### src/logic/fsq_defines.svh
// Register map, field positions, command bytes and timing figures of the flash sequencer.
`ifndef FSQ_DEFINES_SVH
`define FSQ_DEFINES_SVH

// ----------------------------------------------------------------------------
// Register byte offsets
// ----------------------------------------------------------------------------
`define FSQ_REG_CTRL        8'h00
`define FSQ_REG_ADDR        8'h04
`define FSQ_REG_WDATA       8'h08
`define FSQ_REG_STATUS      8'h0C

// ----------------------------------------------------------------------------
// Field positions and reset values
// ----------------------------------------------------------------------------
`define FSQ_CTRL_POLL_BIT   4
`define FSQ_ST_BUSY_BIT     0
`define FSQ_ST_DONE_BIT     1
`define FSQ_ST_ERR_BIT      2
`define FSQ_ST_DATA_LSB     8
`define FSQ_RST_BYTE        8'h00
`define FSQ_RST_OP          4'h0

// ----------------------------------------------------------------------------
// Operation codes written to the control register
// ----------------------------------------------------------------------------
`define FSQ_OP_READ         4'h1
`define FSQ_OP_PROG         4'h2
`define FSQ_OP_CHIP         4'h3
`define FSQ_OP_SECT         4'h4
`define FSQ_OP_SECT_ADD     4'h5
`define FSQ_OP_SUSP         4'h6
`define FSQ_OP_RESUME       4'h7
`define FSQ_OP_RESET        4'h8

// ----------------------------------------------------------------------------
// Flash command bytes and unlock addresses
// ----------------------------------------------------------------------------
`define FSQ_UNLOCK1_ADDR    16'h5555
`define FSQ_UNLOCK1_DATA    8'hAA
`define FSQ_UNLOCK2_ADDR    16'h2AAA
`define FSQ_UNLOCK2_DATA    8'h55
`define FSQ_CMD_SETUP       8'h80
`define FSQ_CMD_CHIP        8'h10
`define FSQ_CMD_SECT        8'h30
`define FSQ_CMD_PROG        8'hA0
`define FSQ_CMD_SUSP        8'hB0
`define FSQ_CMD_RESUME      8'h30
`define FSQ_CMD_RESET       8'hF0
`define FSQ_TOGGLE_BIT      6
`define FSQ_FAIL_BIT        5

// ----------------------------------------------------------------------------
// Timing in nanoseconds
// ----------------------------------------------------------------------------
`define FSQ_CLK_PERIOD_NS   20
`define FSQ_T_WP_NS         50
`define FSQ_T_WPH_NS        20
`define FSQ_T_ACC_NS        150
`define FSQ_T_DF_NS         35
`define FSQ_T_RST_NS        5000

`endif

### src/logic/fsq_pkg.sv
// Types shared by the flash sequencer.
`default_nettype none

package fsq_pkg;
  typedef enum logic [2:0] {
    S_IDLE,
    S_W_SET,
    S_W_LOW,
    S_W_HOLD,
    S_R_SET,
    S_R_ACC,
    S_R_END,
    S_RST_WAIT
  } fsq_state_e;

  typedef logic [3:0] fsq_op_t;
  typedef logic [7:0] fsq_byte_t;
endpackage

`default_nettype wire

### src/logic/fsq_host.sv
// Host controller that sequences program, erase and status polling of a byte-wide flash.
// How it works
// RQ1 - Chip erase: two unlocks, 80h, two unlocks, 10h.
// RQ2 - Device drops a malformed chip erase sequence.
// RQ3 - Device preprograms cells itself before erasing.
// RQ4 - Reads after sixth write return status bits.
// RQ5 - Device ignores all but reset during chip erase.
// RQ6 - Polling bit low while erasing; toggle bit toggles.
// RQ7 - Error bit set when erase cannot verify.
// RQ8 - Sector erase: unlocks, 80h, unlocks, 30h with sector.
// RQ9 - Further 30h confirms add sectors without unlocks.
// RQ10 - Erase starts after timeout after last confirm.
// RQ11 - Each new confirm restarts the timeout window.
// RQ12 - Erase timer bit low during timeout, high after.
// RQ13 - Non-30h command during timeout aborts sector erase.
// RQ14 - Sector erase accepts only suspend and reset.
// RQ15 - Host resets controller after a flagged failure.
// RQ16 - Program: two unlocks, A0h, then address and data.
// RQ17 - Address on falling strobe, data on rising strobe.
// RQ18 - No commands accepted while a byte programs.
// RQ19 - Programming only clears bits to zero.
// RQ20 - Suspend B0h, any address, only during sector erase.
// RQ21 - Suspend during timeout ends the timeout too.
// RQ22 - Toggle stops when suspended; poll outside erased sectors.
// RQ23 - Unlocks: AAh to 5555h, then 55h to 2AAAh.
// RQ24 - Reset is F0h; array reads after 5us.
// RQ25 - 30h at any address resumes a suspended erase.
// RQ26 - Polling bit inverted while a byte programs.
// RQ27 - Device model timings are scalable parameters.
`default_nettype none
`include "fsq_defines.svh"

module fsq_host #(
  parameter int AW = 19
) (
  input  wire logic              I_REF_CLK,
  input  wire logic              I_RESETN,
  input  wire logic              PSEL,
  input  wire logic              PENABLE,
  input  wire logic              PWRITE,
  input  wire logic [7:0]        PADDR,
  input  wire logic [31:0]       PWDATA,
  output logic      [31:0]       PRDATA,
  output logic                   PREADY,
  output logic                   PSLVERR,
  output var logic  [AW-1:0]     O_FL_ADDR,
  output var fsq_pkg::fsq_byte_t O_FL_DQ,
  output var logic               O_FL_DQ_OEN,
  input  wire fsq_pkg::fsq_byte_t I_FL_DQ,
  output var logic               O_FL_CE_N,
  output var logic               O_FL_WE_N,
  output var logic               O_FL_OE_N
);
  import fsq_pkg::*;

  // --------------------------------------------------------------------------
  // Cycle counts
  // --------------------------------------------------------------------------
  localparam int CLK  = `FSQ_CLK_PERIOD_NS;
  localparam logic [7:0] WP_CYC  = 8'((`FSQ_T_WP_NS + CLK - 1) / CLK);
  localparam logic [7:0] WPH_CYC = 8'((`FSQ_T_WPH_NS + CLK - 1) / CLK);
  localparam logic [7:0] ACC_CYC = 8'((`FSQ_T_ACC_NS + CLK - 1) / CLK);
  localparam logic [7:0] DF_CYC  = 8'((`FSQ_T_DF_NS + CLK - 1) / CLK);
  localparam logic [7:0] RST_CYC = 8'((`FSQ_T_RST_NS + CLK - 1) / CLK);

  // --------------------------------------------------------------------------
  // Command step tables
  // --------------------------------------------------------------------------
  function automatic logic [2:0] step_count(input fsq_op_t op);
    case (op)
      `FSQ_OP_PROG: step_count = 3'd4;
      `FSQ_OP_CHIP,
      `FSQ_OP_SECT: step_count = 3'd6;
      default:      step_count = 3'd1;
    endcase
  endfunction

  // Returns the address and byte of write number idx of the given operation.
  function automatic logic [AW+7:0] step_word(input fsq_op_t op, input logic [2:0] idx,
                                             input logic [AW-1:0] a, input fsq_byte_t d);
    logic [AW-1:0] u1;
    logic [AW-1:0] u2;
    u1 = AW'(`FSQ_UNLOCK1_ADDR);
    u2 = AW'(`FSQ_UNLOCK2_ADDR);
    step_word = {a, `FSQ_CMD_RESET};
    if (op == `FSQ_OP_PROG) begin
      case (idx)
        3'd0:    step_word = {u1, `FSQ_UNLOCK1_DATA}; // RQ23
        3'd1:    step_word = {u2, `FSQ_UNLOCK2_DATA}; // RQ23
        3'd2:    step_word = {u1, `FSQ_CMD_PROG}; // RQ16
        default: step_word = {a, d}; // RQ16
      endcase
    end else if (op == `FSQ_OP_CHIP || op == `FSQ_OP_SECT) begin
      case (idx)
        3'd0, 3'd3: step_word = {u1, `FSQ_UNLOCK1_DATA}; // RQ23
        3'd1, 3'd4: step_word = {u2, `FSQ_UNLOCK2_DATA}; // RQ23
        3'd2:       step_word = {u1, `FSQ_CMD_SETUP}; // RQ1
        default: begin
          if (op == `FSQ_OP_CHIP) begin
            step_word = {u1, `FSQ_CMD_CHIP}; // RQ1
          end else begin
            step_word = {a, `FSQ_CMD_SECT}; // RQ8
          end
        end
      endcase
    end else begin
      case (op)
        `FSQ_OP_SECT_ADD: step_word = {a, `FSQ_CMD_SECT}; // RQ9
        `FSQ_OP_SUSP:     step_word = {a, `FSQ_CMD_SUSP}; // RQ20
        `FSQ_OP_RESUME:   step_word = {a, `FSQ_CMD_RESUME}; // RQ25
        default:          step_word = {a, `FSQ_CMD_RESET}; // RQ24
      endcase
    end
  endfunction

  // --------------------------------------------------------------------------
  // State
  // --------------------------------------------------------------------------
  fsq_state_e    state_q, state_d;
  fsq_op_t       op_q, op_d;
  logic          poll_q, poll_d;
  logic [2:0]    idx_q, idx_d;
  logic [7:0]    cnt_q, cnt_d;
  logic [AW-1:0] addr_q, addr_d;
  fsq_byte_t     wdata_q, wdata_d;
  fsq_byte_t     rdata_q, rdata_d;
  logic          have_prev_q, have_prev_d;
  logic          final_q, final_d;
  logic          more_q, more_d;
  logic          done_q, done_d;
  logic          err_q, err_d;
  logic [AW-1:0] fl_addr_q, fl_addr_d;
  fsq_byte_t     fl_dq_q, fl_dq_d;
  logic          dq_oen_q, dq_oen_d;
  logic          ce_n_q, ce_n_d;
  logic          we_n_q, we_n_d;
  logic          oe_n_q, oe_n_d;
  logic          wr_en;
  logic          busy;
  logic          mapped;
  logic [AW+7:0] step;

  assign wr_en  = PSEL && PENABLE && PWRITE;
  assign busy   = (state_q != S_IDLE);
  assign step   = step_word(op_q, idx_q, addr_q, wdata_q);
  assign mapped = (PADDR == `FSQ_REG_CTRL) || (PADDR == `FSQ_REG_ADDR) ||
                  (PADDR == `FSQ_REG_WDATA) || (PADDR == `FSQ_REG_STATUS);

  // --------------------------------------------------------------------------
  // APB slave: zero wait states, error on unmapped offsets
  // --------------------------------------------------------------------------
  assign PREADY  = 1'b1;
  assign PSLVERR = PSEL && PENABLE && !mapped;

  always_comb begin
    PRDATA = 32'h0000_0000;
    case (PADDR)
      `FSQ_REG_CTRL:   PRDATA = {27'h0000000, poll_q, op_q};
      `FSQ_REG_ADDR:   PRDATA = 32'(addr_q);
      `FSQ_REG_WDATA:  PRDATA = {24'h000000, wdata_q};
      `FSQ_REG_STATUS: PRDATA = {16'h0000, rdata_q, 5'h00, err_q, done_q, busy};
      default:         PRDATA = 32'h0000_0000;
    endcase
  end

  // --------------------------------------------------------------------------
  // Sequencer
  // --------------------------------------------------------------------------
  always_comb begin
    state_d     = state_q;
    op_d        = op_q;
    poll_d      = poll_q;
    idx_d       = idx_q;
    cnt_d       = cnt_q;
    addr_d      = addr_q;
    wdata_d     = wdata_q;
    rdata_d     = rdata_q;
    have_prev_d = have_prev_q;
    final_d     = final_q;
    more_d      = more_q;
    done_d      = done_q;
    err_d       = err_q;
    fl_addr_d   = fl_addr_q;
    fl_dq_d     = fl_dq_q;
    dq_oen_d    = dq_oen_q;
    ce_n_d      = ce_n_q;
    we_n_d      = we_n_q;
    oe_n_d      = oe_n_q;
    // Address and data may be rewritten only while idle, so a running sequence never sees them move.
    if (wr_en && !busy && PADDR == `FSQ_REG_ADDR) begin
      addr_d = PWDATA[AW-1:0];
    end
    if (wr_en && !busy && PADDR == `FSQ_REG_WDATA) begin
      wdata_d = PWDATA[7:0];
    end
    case (state_q)
      S_IDLE: begin
        if (wr_en && PADDR == `FSQ_REG_CTRL) begin
          op_d        = PWDATA[3:0];
          poll_d      = PWDATA[`FSQ_CTRL_POLL_BIT];
          idx_d       = 3'd0;
          done_d      = 1'b0;
          err_d       = 1'b0;
          have_prev_d = 1'b0;
          final_d     = 1'b0;
          state_d     = (PWDATA[3:0] == `FSQ_OP_READ) ? S_R_SET : S_W_SET;
        end
      end
      S_W_SET: begin
        // Strobes fall together; the device takes the address on this edge and the byte on the rise.
        fl_addr_d = step[AW+7:8]; // RQ17
        fl_dq_d   = step[7:0];
        dq_oen_d  = 1'b0;
        ce_n_d    = 1'b0;
        we_n_d    = 1'b0;
        cnt_d     = WP_CYC - 8'd1;
        state_d   = S_W_LOW;
      end
      S_W_LOW: begin
        if (cnt_q == 8'd0) begin
          we_n_d  = 1'b1; // RQ17
          ce_n_d  = 1'b1;
          cnt_d   = WPH_CYC - 8'd1;
          state_d = S_W_HOLD;
        end else begin
          cnt_d = cnt_q - 8'd1;
        end
      end
      S_W_HOLD: begin
        if (cnt_q != 8'd0) begin
          cnt_d = cnt_q - 8'd1;
        end else begin
          dq_oen_d = 1'b1;
          idx_d    = idx_q + 3'd1;
          if (idx_q + 3'd1 < step_count(op_q)) begin
            state_d = S_W_SET;
          end else if (op_q == `FSQ_OP_RESET) begin
            cnt_d   = RST_CYC - 8'd1; // RQ24
            state_d = S_RST_WAIT;
          end else if (poll_q) begin
            state_d = S_R_SET; // RQ4 RQ18
          end else begin
            done_d  = 1'b1;
            state_d = S_IDLE;
          end
        end
      end
      S_R_SET: begin
        // Polling reads go to the programmed byte or a sector chosen by software.
        fl_addr_d = addr_q; // RQ22
        ce_n_d    = 1'b0;
        oe_n_d    = 1'b0;
        cnt_d     = ACC_CYC - 8'd1;
        state_d   = S_R_ACC;
      end
      S_R_ACC: begin
        if (cnt_q != 8'd0) begin
          cnt_d = cnt_q - 8'd1;
        end else begin
          rdata_d     = I_FL_DQ;
          have_prev_d = 1'b1;
          ce_n_d      = 1'b1;
          oe_n_d      = 1'b1;
          cnt_d       = DF_CYC - 8'd1;
          state_d     = S_R_END;
          more_d      = 1'b1;
          if (op_q == `FSQ_OP_READ) begin
            more_d = 1'b0;
          end else if (have_prev_q &&
                       I_FL_DQ[`FSQ_TOGGLE_BIT] == rdata_q[`FSQ_TOGGLE_BIT]) begin
            more_d = 1'b0; // RQ6
          end else if (have_prev_q && final_q) begin
            err_d  = 1'b1; // RQ7
            more_d = 1'b0;
          end else if (have_prev_q && I_FL_DQ[`FSQ_FAIL_BIT]) begin
            final_d = 1'b1; // RQ7
          end
        end
      end
      S_R_END: begin
        // The data bus needs its float time before the next drive.
        if (cnt_q != 8'd0) begin
          cnt_d = cnt_q - 8'd1;
        end else if (more_q) begin
          state_d = S_R_SET;
        end else if (err_q) begin
          // A failed operation leaves the device's controller stuck until reset.
          op_d    = `FSQ_OP_RESET; // RQ15
          idx_d   = 3'd0;
          state_d = S_W_SET;
        end else begin
          done_d  = 1'b1;
          state_d = S_IDLE;
        end
      end
      S_RST_WAIT: begin
        if (cnt_q != 8'd0) begin
          cnt_d = cnt_q - 8'd1;
        end else begin
          done_d  = 1'b1; // RQ24
          state_d = S_IDLE;
        end
      end
      default: begin
        state_d = S_IDLE;
      end
    endcase
  end

  always_ff @(posedge I_REF_CLK or negedge I_RESETN) begin
    if (!I_RESETN) begin
      state_q     <= S_IDLE;
      op_q        <= `FSQ_RST_OP;
      poll_q      <= 1'b0;
      idx_q       <= 3'd0;
      cnt_q       <= 8'h00;
      addr_q      <= '0;
      wdata_q     <= `FSQ_RST_BYTE;
      rdata_q     <= `FSQ_RST_BYTE;
      have_prev_q <= 1'b0;
      final_q     <= 1'b0;
      more_q      <= 1'b0;
      done_q      <= 1'b0;
      err_q       <= 1'b0;
      fl_addr_q   <= '0;
      fl_dq_q     <= `FSQ_RST_BYTE;
      dq_oen_q    <= 1'b1;
      ce_n_q      <= 1'b1;
      we_n_q      <= 1'b1;
      oe_n_q      <= 1'b1;
    end else begin
      state_q     <= state_d;
      op_q        <= op_d;
      poll_q      <= poll_d;
      idx_q       <= idx_d;
      cnt_q       <= cnt_d;
      addr_q      <= addr_d;
      wdata_q     <= wdata_d;
      rdata_q     <= rdata_d;
      have_prev_q <= have_prev_d;
      final_q     <= final_d;
      more_q      <= more_d;
      done_q      <= done_d;
      err_q       <= err_d;
      fl_addr_q   <= fl_addr_d;
      fl_dq_q     <= fl_dq_d;
      dq_oen_q    <= dq_oen_d;
      ce_n_q      <= ce_n_d;
      we_n_q      <= we_n_d;
      oe_n_q      <= oe_n_d;
    end
  end

  assign O_FL_ADDR   = fl_addr_q;
  assign O_FL_DQ     = fl_dq_q;
  assign O_FL_DQ_OEN = dq_oen_q;
  assign O_FL_CE_N   = ce_n_q;
  assign O_FL_WE_N   = we_n_q;
  assign O_FL_OE_N   = oe_n_q;

endmodule

`default_nettype wire

### config.mk
export PLATFORM = sky130hd
export DESIGN_NAME = fsq_host
export DESIGN_NICKNAME = d
export VERILOG_FILES = /design/src/logic/fsq_pkg.sv /design/src/logic/fsq_host.sv
export VERILOG_INCLUDE_DIRS = /design/src /design/src/logic
export SDC_FILE = /design/constraint.sdc
export NUM_CORES = 1
export LEC_CHECK = 0
export BUFFER_PORTS_ARGS = -buffer_cell sky130_fd_sc_hd__buf_2
export CORE_ASPECT_RATIO = 0.6
export CORE_MARGIN = 5
export CORE_UTILIZATION = 51
export CTS_BUF_LIST = sky130_fd_sc_hd__clkbuf_8
export DETAILED_ROUTE_END_ITERATION = 6
export PLACE_DENSITY = 0.87
export SLEW_MARGIN = 20
export SYNTH_ARGS = -nofsm -noshare
export SYNTH_HDL_FRONTEND = slang
export SYNTH_SLANG_ARGS = --single-unit
### constraint.sdc
create_clock -name I_REF_CLK -period 2.65 [get_ports I_REF_CLK]
set_input_delay 0.3975 -clock I_REF_CLK [delete_from_list [all_inputs] [get_ports I_REF_CLK]]
set_output_delay 0.3975 -clock I_REF_CLK [all_outputs]
set_load 0.03 [all_outputs]
After elaboration in Yosys (flattened, before gate mapping) --
Cells that the tools add are included.
Cells by class: reduce and logical (&&, ||, !) cells 52, multipliers 0, shift operators 0, eq/ne operators 44, order comparisons 1, div/mod/pow operators 0, add/subtract/negate cells 2, mux-type cells 72, bitwise gates (word level) 1
Operators with widths (number):
- 27-bit case mux with 3 select lines | 2
- 27-bit 2-to-1 mux | 3
- 19-bit case mux with 4 select lines | 1
- 3-bit 2-to-1 mux | 18
- 8-bit 2-to-1 mux | 6
- 8-bit case mux with 6 select lines | 1
- 19-bit case mux with 2 select lines | 1
- 2-bit != test (second input constant) | 17
- 3-bit case mux with 8 select lines | 1
- 1-bit 2-to-1 mux | 23
- 6-bit AND reduction | 3
- 4-bit by 3-bit equality test with 1-bit output (second input constant) | 4
- 8-bit by 4-bit equality test with 1-bit output (second input constant) | 2
- 8-bit logical NOT | 2
- 4-bit 2-to-1 mux | 4
- 8-bit case mux with 2 select lines | 1
- 3-bit equality test (second input constant) | 5
- 3-bit by 2-bit equality test with 1-bit output (second input constant) | 4
- 1-bit case mux with 2 select lines | 6
- 2-bit nonzero test | 6
- 2-bit OR reduction | 6
- 1-bit logical AND | 10
- 10-bit AND reduction | 1
- 2-bit AND reduction | 5
- 28 further kinds | 40
Word-level totals: input bits 53, latch bits 0, bits in registers 90, output and inout port bits 65, bits in writable memories 0, memory bits (read-only) 0, memories 0

Depth between registers and ports, before layout --
Gate-level depths: netlist of the first run.
depth after elaboration 9, depth in mapped cells 10, depth with buffers taken out 9

Worst setup path after synthesis of the first run --
No wires, ideal clock.
path type register to register, start register op_q[3], end register cnt_q[6], arrival 2.671 ns, required time 2.529 ns, path slack -0.142 ns, cell stages (with the launch flop) 11, period minus slack after synthesis 2.792 ns, buffers on the path 2, path through dfrtp_1 -> buf_2 -> or4bb_1 -> and2_0 -> clkbuf_1 -> ha_1 -> nand3b_1 -> a211o_1 -> a21oi_1 -> o21ai_1 -> a22o_1
Between the ends: longest elaborated chain between the ends 8, elaborated cells on any way between the ends 12
RTL lines:
- start, declared | RTL line fsq_host.sv:120 | fsq_op_t op_q, op_d;
- start signal, assigned | RTL line fsq_host.sv:313 | op_q <= `FSQ_RST_OP;
- start signal, assigned | RTL line fsq_host.sv:333 | op_q <= op_d;
- 4-bit by 2-bit equality test with 1-bit output or 4-bit by 3-bit equality test with 1-bit output (tied branches) | RTL line fsq_host.sv:70 | case (op)
- 2-bit OR reduction | RTL line fsq_host.sv:70
- 3-bit case mux with 2 select lines | RTL line fsq_host.sv:70
- 3-bit 2-to-1 mux | RTL line fsq_host.sv:230 | if (cnt_q != 8'd0) begin
- 3-bit 2-to-1 mux | RTL line fsq_host.sv:196 | case (state_q)
- 3-bit less-than comparator | RTL line fsq_host.sv:235 | if (idx_q + 3'd1 < step_count(op_q)) begin
- 3-bit != test (no source line)
- 4-bit AND reduction (no source line) (*)
- end signal, assigned | RTL line fsq_host.sv:336 | cnt_q <= cnt_d;
- end, declared | RTL line fsq_host.sv:123 | logic [7:0] cnt_q, cnt_d;
Every way passes the cells marked *; elsewhere a longest branch is shown, timed or not. The select of a mux whose other input is x is not followed. A chain may end at the register's enable or synchronous reset.

Worst setup path after layout of the first run --
start register op_q[3], end register cnt_q[4]
Same word-level chain as after synthesis.

==> results of run 1 <==
[layout make-up]
type | count | area (µm²)
Clock inverter | 6 | 58.81
Tap cell | 135 | 168.9
Timing Repair Buffer | 130 | 765.7
Clock buffer | 10 | 137.6
Multi-Input combinational cell | 371 | 2621
Fill cell | 803 | 3677
Inverter | 14 | 52.55
Sequential cell | 90 | 2257
[cell usage after synthesis (all sizes together), types with 3 or more instances]
library cell,n,area [µm²]
a211o,3,26.28
a21o,5,37.54
a21oi,23,115.1
a221o,5,50.05
a22oi,4,30.03
a31o,3,26.28
a31oi,5,31.28
a32oi,3,26.28
buf,28,186.4
clkbuf,13,48.80
dfrtp,86,2152
dfstp,4,105.1
ha,8,100.1
inv,14,52.55
mux2,35,394.1
mux2i,12,120.1
mux4,3,67.56
nand2,44,165.2
nand3,8,40.04
nor2,56,210.2
nor2b,9,56.30
nor3,12,82.58
nor3b,5,42.54
nor4,3,18.77
nor4b,3,41.29
o21ai,43,219.0
o22ai,9,56.30
o31ai,3,22.52
o41ai,4,53.81
or3,5,31.28
or4b,5,53.80
[power breakdown]
group          total (mW)  switching (mW)  internal [mW]  leakage, nW
sequential           1.88           0.237           1.65         1.15
clock               0.957           0.501          0.455        0.105
combinational        2.27            1.41          0.863         1.61
total                5.11            2.15           2.96         2.86
[cell usage in the layout, fill, tap and decap left out, types with 6 or more instances in the layout]
cell | Yosys | final
a21oi_1 | 23 | 22
nor2b_1 | 9 | 9
nand2_1 | 44 | 44
buf_4 | 15 | 40
o22ai_1 | 9 | 9
nor3_1 | 10 | 9
inv_1 | 14 | 16
nor2_1 | 56 | 56
o21ai_0 | 41 | 39
conb_1 | 2 | 14
nand3_1 | 8 | 8
ha_1 | 8 | 6
mux2_2 | 30 | 30
mux2i_1 | 12 | 12
clkbuf_8 | 0 | 10
buf_2 | 8 | 89
dfrtp_1 | 86 | 86
[stage by stage]
step	instance area, µm²	util	hold WS [ps]	std cells
after floorplan	5100	-	101.9	516
after global placement	5777	0.5931	456.4	737
after detailed placement	5777	0.5931	455.6	737
after CTS	5995	0.6155	75.84	755
after global routing	6062	0.6224	99.32	756
final	6062	0.6224	52.86	756
[kinds of logic after synthesis]
group                      synth area share
AOI/OAI and AO/OA                    0.1949
xor gates and xnor gates           0.001738
adders and majority gates           0.01986
buffers and inverters               0.05710
DFF                                  0.4479
muxes                                0.1154
other                              0.001490
and+or+nand+nor                      0.1616
[metal layers]
layer	vias up	GRT usage	wire length, µm
met5	-	0	0
met1	2224	0.3424	6461
met2	316	0.3580	6158
met4	0	0.06278	202
met3	33	0.07680	1681
li1	2042	-	-
[path summary, 6_finish.rpt]
path | start | end | slack, ps | cells after the start
max in group asynchronous | I_RESETN | O_FL_DQ_OEN | 1880 | 2
setup / recovery | op_q[3] | cnt_q[4] | 60 | 8
setup reg to reg | op_q[3] | cnt_q[4] | 60 | 8
hold reg to reg | O_FL_WE_N | O_FL_WE_N | 480 | 2
min in group I_REF_CLK | I_FL_DQ[2] | rdata_q[2] | 240 | 2
hold / removal | I_RESETN | O_FL_ADDR[5] | 50 | 1
[worst max-delay path, cell delays in order (launching register included)]
cell      delay, ps
dfrtp_1         420
or4b_4          580
and2_4          170
ha_1            300
nand3b_1        110
a211o_1         350
a21oi_4         210
o21ai_0         140
a21o_1          200
[timing repair]
item / CTS / global route
pin swaps: 2 / 2
gates resized for setup: 2 / 11
endpoints found under the setup margin: 2 / 16
buffers inserted: 2 / 1
hold endpoints to repair: 0 / 0
[state kept, by name, indices dropped and copies added, names as in the netlist, 3 cells and up]
| signal | flops |
|---|---|
| state_q | 3 |
| cnt_q | 8 |
| idx_q | 3 |
| op_q | 4 |
| O_FL_DQ | 8 |
| O_FL_ADDR | 19 |
| addr_q | 19 |
| wdata_q | 8 |
| rdata_q | 8 |
==> out/metrics.yaml, run 1 <==
power:
  power.density_nw_per_um2: 843.4
  power_leakage_nw: 2.865
  ir_drop_mv: 0.4637
  power_mw: 5.113
routing:
  ant_nets: 0
  wl_per_cell_um: 19.18
  dr.pass1.iters: 5
  num_vias: 4615
  drc: 0
  via_per_inst: 6.104
  drt_iter0_markers: 652
  finalWirelength_um: 14500
floorplanning:
  core_area_um2: 9739
  chipHeight_um: 87
  start_util: 0.5175
  die_w_um: 138.3
  rows: 28
  num_io_pins: 118
  die_area_um2: 12040
clock_network:
  htree_num_levels: 3
  cts_root_buffer: "clkbuf_8"
  clock_path_buffers: 2
  hold_buffers: 0
  cts_tree: "done"
  clk_latency_ps: 370
  path_clk_slew_ps: 90
  cts_buffers: 9
  cts_sinks: 90
timing:
  finalMaxSlewViolations: 0
  worstMarginPinSlew_ps: 669.5
  grt_setup_unrepaired: "true"
  setup_violations: 0
  fin_skew_ps: 12.59
  final.setup.worst_slack_ps: 57.34
  max_slew_margin: 0.5537
  hold_viol_final: 0
  period_share: 0.9784
  fin_crit_ps: 2593
  fin_tns_setup_ps: 0
  fmax_mhz: 385.7
global_routing:
  grt_pass1_vias: 4358
  grt_max_degree: 53
  antenna_found_initial: 0
  grt_use_total: 0.2405
  grt_overflow: 0
  grt_pass1_wl_um: 22980
finish:
  num-nets-final: 677
  syn2layout_area_growth_pct: 20.28
  diodes: 0
  drive_gt1_frac: 0.3349
place:
  place_congestion: 0.9493
  dpl_worst_slack_ps: -13.76
  port_buffers: 90
  post-dp-hpwl_um: 10750
worst_setup_path:
  critical_path_arrival_ps: 2860
  crit_fanout: 4
  start_kind: "register"
  critPathKind: "register to register"
  cp-end-kind: "register"
  crit_required_ps: 2920
synthesis:
  syn_area_per_cell_um2: 10.00
  synth_edf_count: 0
  netlist_instances: 504
  yosysWarnings: 0
  yosysSeqAreaShare: 0.4479
  ys_ff_latch: 90
  synth_cell_type_count: 75
  async_flop_share: 1.000
  syn_area_um2: 5040
  synth_flop_cell: "dfrtp_1"
job:
  drv_cap: 0
min_path:
  min_path_type: "primary input to asynchronous set/reset pin"
outcome:
  status: "finished, final reports clean"
Power figures use the tool's default switching activity.
==> run 2, diff against run 1 <==
--- a/config.mk
+++ b/config.mk
@@ -12,7 +12,7 @@
 export CORE_UTILIZATION = 51
 export CTS_BUF_LIST = sky130_fd_sc_hd__clkbuf_8
 export DETAILED_ROUTE_END_ITERATION = 6
-export PLACE_DENSITY = 0.87
+export PLACE_DENSITY = 0.79
 export SLEW_MARGIN = 20
 export SYNTH_ARGS = -nofsm -noshare
 export SYNTH_HDL_FRONTEND = slang
==> run 2 against run 1 <==
Net effect:
- non-clock buffer count rose by 3
- die area did not move
- combinational power fell by 4%
- final cell count rose by 0.40%
- sequential power barely moved
- utilization fell by 0.064 points
- critical path depth did not move
- final area fell by 0.10%
- setup slack got worse by 21 ps
- total power fell by 0.74%
- sequential share of layout area rose by 0.080 points
- largest cell class unchanged
- largest power group unchanged
==> out/metrics.yaml, run 2 (synthesis gave the netlist of run 1 again) <==
floorplanning:
  die_w_um: 138.3
  core_area_um2: 9739
  rows: 28
  die_area_um2: 12040
  chipHeight_um: 87
  num_io_pins: 118
  start_util: 0.5175
timing:
  max_slew_margin: 0.6084
  fin_skew_ps: 9.788
  final.setup.worst_slack_ps: 36.42
  period_share: 0.9863
  fin_crit_ps: 2614
  hold_slack_ps: 17.36
  fmax_mhz: 382.6
  setup_violations: 0
  worstMarginPinSlew_ps: 587.4
  hold_viol_final: 0
  finalMaxSlewViolations: 0
clock_network:
  cts_tree: "done"
  cts_sinks: 90
  clk_latency_ps: 370
  hold_buffers: 0
  cts_root_buffer: "clkbuf_8"
  cts_buffers: 9
  path_clk_slew_ps: 90
  clock_path_buffers: 2
  htree_num_levels: 3
global_routing:
  grt_use_total: 0.2415
  antenna_found_initial: 0
  grt_max_degree: 48
  grt_pass1_wl_um: 23210
  met2_usage: 0.3690
  grt_overflow: 0
  met1_usage: 0.3485
  grt_pass1_vias: 4472
  top_usage_layer: "met2"
  met3_usage: 0.07131
finish:
  num-nets-final: 680
  syn2layout_area_growth_pct: 20.16
  final_core_util: 0.6218
  most-common-layout-cells: "buf_2 (89), dfrtp_1 (84), nor2_1 (56)"
  diodes: 0
  layout_commonest_cell: "buf_2"
  drive_gt1_frac: 0.3333
  fin_area_um2: 6056
  stdcell_count: 759
power:
  seqPwrFrac: 0.366
  internal_power_mw: 2.994
  power_frac_clock: 0.205
  power_leakage_nw: 2.874
  switching_share: 0.4101
  combPwrFrac: 0.429
  switching_power_mw: 2.081
  power.density_nw_per_um2: 838.0
  ir_drop_mv: 0.5183
worst_setup_path:
  critPathKind: "register to register"
  slowest_stage: "or4b_4"
  crit_fanout: 5
  r2r-start: "op_q[1]"
  crit_family: "compound AO/OA/AOI/OAI gates"
  crit_required_ps: 2910
  setup.worst_path.start: "op_q[1]"
  crit_chain: "or4b_4, and2_4, ha_1, nand3b_1, a211o_1, a21oi_4, o21ai_1, a22o_1"
  crit_buf_inv: 0
  critical_path_arrival_ps: 2870
  start_kind: "register"
  worst_path_largest_cell_delay_ps: 560
  cp-end-kind: "register"
routing:
  ant_nets: 0
  num_vias: 4472
  wl_per_cell_um: 18.65
  drt_iter0_markers: 481
  dr.pass1.iters: 5
  drc: 0
  via_per_inst: 5.892
  finalWirelength_um: 14150
place:
  post-dp-hpwl_um: 10660
  dpl.cell_count: 739
  dpl_worst_slack_ps: 32.46
  port_buffers: 90
  place_area_um2: 5792
  place_congestion: 0.9515
job:
  drv_cap: 0
outcome:
  status: "finished, final reports clean"
min_path:
  min_path_type: "primary input to asynchronous set/reset pin"
[run 2: final cells by class]
cell class / count / area [µm²]
clock buffers: 9 / 123.9
clock inverters: 7 / 92.59
fillers: 835 / 3684
inverters: 14 / 52.55
multi-input cells: 371 / 2570
flip-flops and latches: 90 / 2260
well taps: 135 / 168.9
repair buffers: 133 / 788.3
[run 2: metrics by stage]
| stage | total power, mW | setup TNS, ps |
|---|---|---|
| 2_1_floorplan | 3.362 | 0 |
| 3_3_place_gp | 3.915 | 0 |
| 3_5_place_dp | 3.995 | 0 |
| 4_1_cts | 5.032 | 0 |
| 5_1_grt | 5.398 | -0.6335 |
| 6_report | 5.075 | 0 |
[run 2: worst paths after layout]
| check | to | slack [ps] | depth (start not counted) |
|---|---|---|---|
| hold / removal | O_FL_ADDR[7] | 20 | 1 |
| setup reg to reg | cnt_q[6] | 40 | 8 |
| max in group asynchronous | O_FL_CE_N | 1910 | 2 |
| setup / recovery | cnt_q[6] | 40 | 8 |
| min in group I_REF_CLK | rdata_q[4] | 250 | 2 |
| hold reg to reg | O_FL_WE_N | 470 | 2 |
[run 2: per-layer routing]
| layer | vias up | routed length [µm] |
|---|---|---|
| met5 | - | 0 |
| met4 | 0 | 90 |
| met3 | 17 | 1280 |
| met1 | 2198 | 6578 |
| met2 | 211 | 6204 |
| li1 | 2046 | - |
[run 2: power by group through the flow]
stage / clock (mW) / combinational [mW] / sequential, mW
3_3_place_gp: 0 / 2.05 / 1.86
5_1_grt: 1.11 / 2.39 / 1.90
2_1_floorplan: 0 / 1.27 / 2.09
3_5_place_dp: 0 / 2.12 / 1.88
4_1_cts: 1.06 / 2.12 / 1.85
6_report: 1.04 / 2.18 / 1.86
[run 2: timing repair]
item                       CTS  global route
gates resized for setup      0             5
setup buffers                0             4
setup endpoints to repair    0             5
==> run 3, diff against run 2 <==
--- a/config.mk
+++ b/config.mk
@@ -6,13 +6,15 @@
 export SDC_FILE = /design/constraint.sdc
 export NUM_CORES = 1
 export LEC_CHECK = 0
+export ABC_AREA = 1
 export BUFFER_PORTS_ARGS = -buffer_cell sky130_fd_sc_hd__buf_2
 export CORE_ASPECT_RATIO = 0.6
 export CORE_MARGIN = 5
-export CORE_UTILIZATION = 51
-export CTS_BUF_LIST = sky130_fd_sc_hd__clkbuf_8
+export CORE_UTILIZATION = 49
+export CTS_BUF_LIST = sky130_fd_sc_hd__clkbuf_16
 export DETAILED_ROUTE_END_ITERATION = 6
-export PLACE_DENSITY = 0.79
+export GPL_ROUTABILITY_DRIVEN = 0
+export PLACE_DENSITY = 0.76
 export SLEW_MARGIN = 20
 export SYNTH_ARGS = -nofsm -noshare
 export SYNTH_HDL_FRONTEND = slang
==> run 3 against run 2 <==
Net effect:
- the run now ends with DRC left
- fmax increased by 7.5%
- via count increased by 12%
- sequential power increased by 6%
- utilization decreased by 4.8 points
- hold slack improved by 51 ps
- synthesized cell count increased by 36%
- area after synthesis increased by 4.0%
- die area increased by 7.5%
- flip-flop and latch count unchanged
- setup slack improved by 180 ps
- clock skew decreased by 4.9 ps
- clock-buffer cell count unchanged
==> out/metrics.yaml, run 3 <==
outcome:
  status: "complete, but fails checks"
  violations: "DRC"
synthesis:
  yosys.area.top_type: "dfrtp_1"
  netlist.area_leader.share: 0.4106
  ys_ff_latch: 90
  syn_area_um2: 5241
  ys_top_cells_by_area: "dfrtp_1 (41%), nand2_1 (13%), inv_1 (5.7%), nand3_1 (5.5%), o21ai_0 (4.4%)"
  syn_area_per_cell_um2: 7.629
  async_flop_share: 1.000
  synth_flop_cell: "dfrtp_1"
  synth_edf_count: 0
  yosysWarnings: 0
  synth_cell_type_count: 44
  synth_commonest_cells: "nand2_1 (177), dfrtp_1 (86), inv_1 (79)"
  yosysMostFrequentCell: "nand2_1"
  netlist_instances: 687
  yosysSeqAreaShare: 0.4307
timing:
  fin_crit_ps: 2432
  period_share: 0.9178
  fin_skew_ps: 4.863
  fin_tns_setup_ps: 0
  finalMaxSlewViolations: 0
  worstMarginPinSlew_ps: 625.0
  hold_viol_final: 0
  setup_violations: 0
  grt_setup_unrepaired: "false"
  max_slew_margin: 0.5829
  fmax_mhz: 411.2
worst_setup_path:
  crit_fanout: 9
  reg2reg_slack_ps: 220
  start_kind: "register"
  cp_common_cell: "nand2_2"
  crit_chain: "nor2_1, nand2_2, nand2_2, inv_2, nand2_1, inv_1, ha_1, a21oi_1, nand2_2, nand2_2, nand2_4, nand2_4, nand2_1, nand2_1"
  crit_required_ps: 2930
  cp-endpoint: "cnt_q[7]"
  r2r-start: "op_q[2]"
  worst_path_largest_cell_delay_ps: 440
  cp-end-kind: "register"
  critical_path_arrival_ps: 2710
  rr_worst_depth: 14
  slowest_stage: "dfrtp_1"
  critPathKind: "register to register"
  r2r-end: "cnt_q[7]"
  setup.worst_path.start: "op_q[2]"
power:
  internal_power_mw: 3.293
  power_frac_clock: 0.209
  seqPwrFrac: 0.330
  power_leakage_nw: 3.245
  switching_share: 0.4492
  power_mw: 5.979
  switching_power_mw: 2.686
  combPwrFrac: 0.461
  power.density_nw_per_um2: 990.9
  ir_drop_mv: 0.5289
global_routing:
  grt_pass1_vias: 4699
  grt_pass1_wl_um: 23940
  antenna_found_initial: 0
  grt_overflow: 0
  grt_max_degree: 50
  grt_use_total: 0.2344
finish:
  drive_gt1_frac: 0.2098
  layout_commonest_cell: "nand2_1"
  fin_area_um2: 6033
  num-nets-final: 833
  n_fill_cell: 992
  diodes: 0
  syn2layout_area_growth_pct: 15.11
  final_core_util: 0.5734
  most-common-layout-cells: "nand2_1 (177), buf_2 (89), dfrtp_1 (86)"
clock_network:
  cts_resized: 0
  cts_buffers: 9
  hold_buffers: 0
  cts_root_buffer: "clkbuf_16"
  cts_sinks: 90
  clk_latency_ps: 350
  cts_tree: "done"
  htree_num_levels: 3
  clock_path_buffers: 2
  post-cts-setup-buffers: 0
  path_clk_slew_ps: 60
floorplanning:
  num_io_pins: 118
  die_area_um2: 12930
  die_w_um: 143.5
  chipHeight_um: 90.11
  rows: 29
  core_area_um2: 10520
  start_util: 0.4981
place:
  post-dp-hpwl_um: 11390
  place_area_um2: 5746
  port_buffers: 90
routing:
  via_per_inst: 5.489
  drt_iter0_markers: 506
  wl_per_cell_um: 16.14
  num_vias: 5028
  drc: 1
  finalWirelength_um: 14790
  ant_nets: 0
  dr.pass1.iters: 7
job:
  drv_cap: 0
min_path:
  min_path_type: "primary input to asynchronous set/reset pin"
## run 3: worst max-delay path, delay by kind of cell (launching register included)
family	cells	cell delay [ps]
AO/OA/AOI/OAI	1	230
AND/OR/NAND/NOR	10	1290
buffers and inverters	2	120
flip-flops	1	440
adder cells (fa/ha/maj)	1	290
## run 3: power groups by stage
stage	clock network, mW	registers, mW	logic (mW)
2_1_floorplan	0	2.27	1.76
3_3_place_gp	0	1.97	2.61
3_5_place_dp	0	1.99	2.71
4_1_cts	1.26	1.97	2.73
5_1_grt	1.33	2.01	3.06
6_report	1.25	1.98	2.75
## run 3: cell type report
| class | instances | area, µm² | area share |
|---|---|---|---|
| clock buffer | 9 | 225.2 | 0.03733 |
| multi-input combinational | 489 | 2490 | 0.4127 |
| sequential | 90 | 2257 | 0.3741 |
| tap | 139 | 173.9 | 0.02883 |
| clock inverter | 7 | 62.56 | 0.01037 |
| timing repair buffer | 93 | 488.0 | 0.08088 |
| inverter | 89 | 336.6 | 0.05579 |
## run 3: worst min-delay path by stage
stage	from	to	slack, ps	cells after the start
global route	I_RESETN	rdata_q[4]	120	1
floorplan	I_RESETN	O_FL_ADDR[0]	100	0
global placement	I_RESETN	rdata_q[3]	460	1
finish	I_RESETN	rdata_q[4]	70	1
CTS	I_RESETN	rdata_q[4]	90	1
detailed placement	I_RESETN	rdata_q[4]	460	1
## run 3: kinds of logic after synthesis
group	share of synthesized area
compound gates	0.1258
mux	0.008593
fa+ha+maj	0.01910
buf+inv	0.1029
simple gates	0.3032
other cells	0.001433
xor+xnor	0.008355
flops	0.4307
## run 3: through the flow
| stage | hold slack (ps) | setup slack [ps] | cells |
|---|---|---|---|
| floorplan | 101.9 | 561.8 | 699 |
| global placement | 456.0 | 399.2 | 900 |
| detailed placement | 455.4 | 271.6 | 900 |
| CTS | 90.63 | 256.6 | 916 |
| global route | 119.6 | 3.651 | 916 |
| finish | 68.22 | 217.8 | 916 |
## run 3: routing by layer
metal / vias up / global-route usage / part of all wire
li1: 2384 / - / -
met1: 2354 / 0.3569 / 0.46
met2: 270 / 0.3223 / 0.41
met3: 20 / 0.07317 / 0.12
met4: 0 / 0.05564 / 0.013
met5: - / 0 / 0
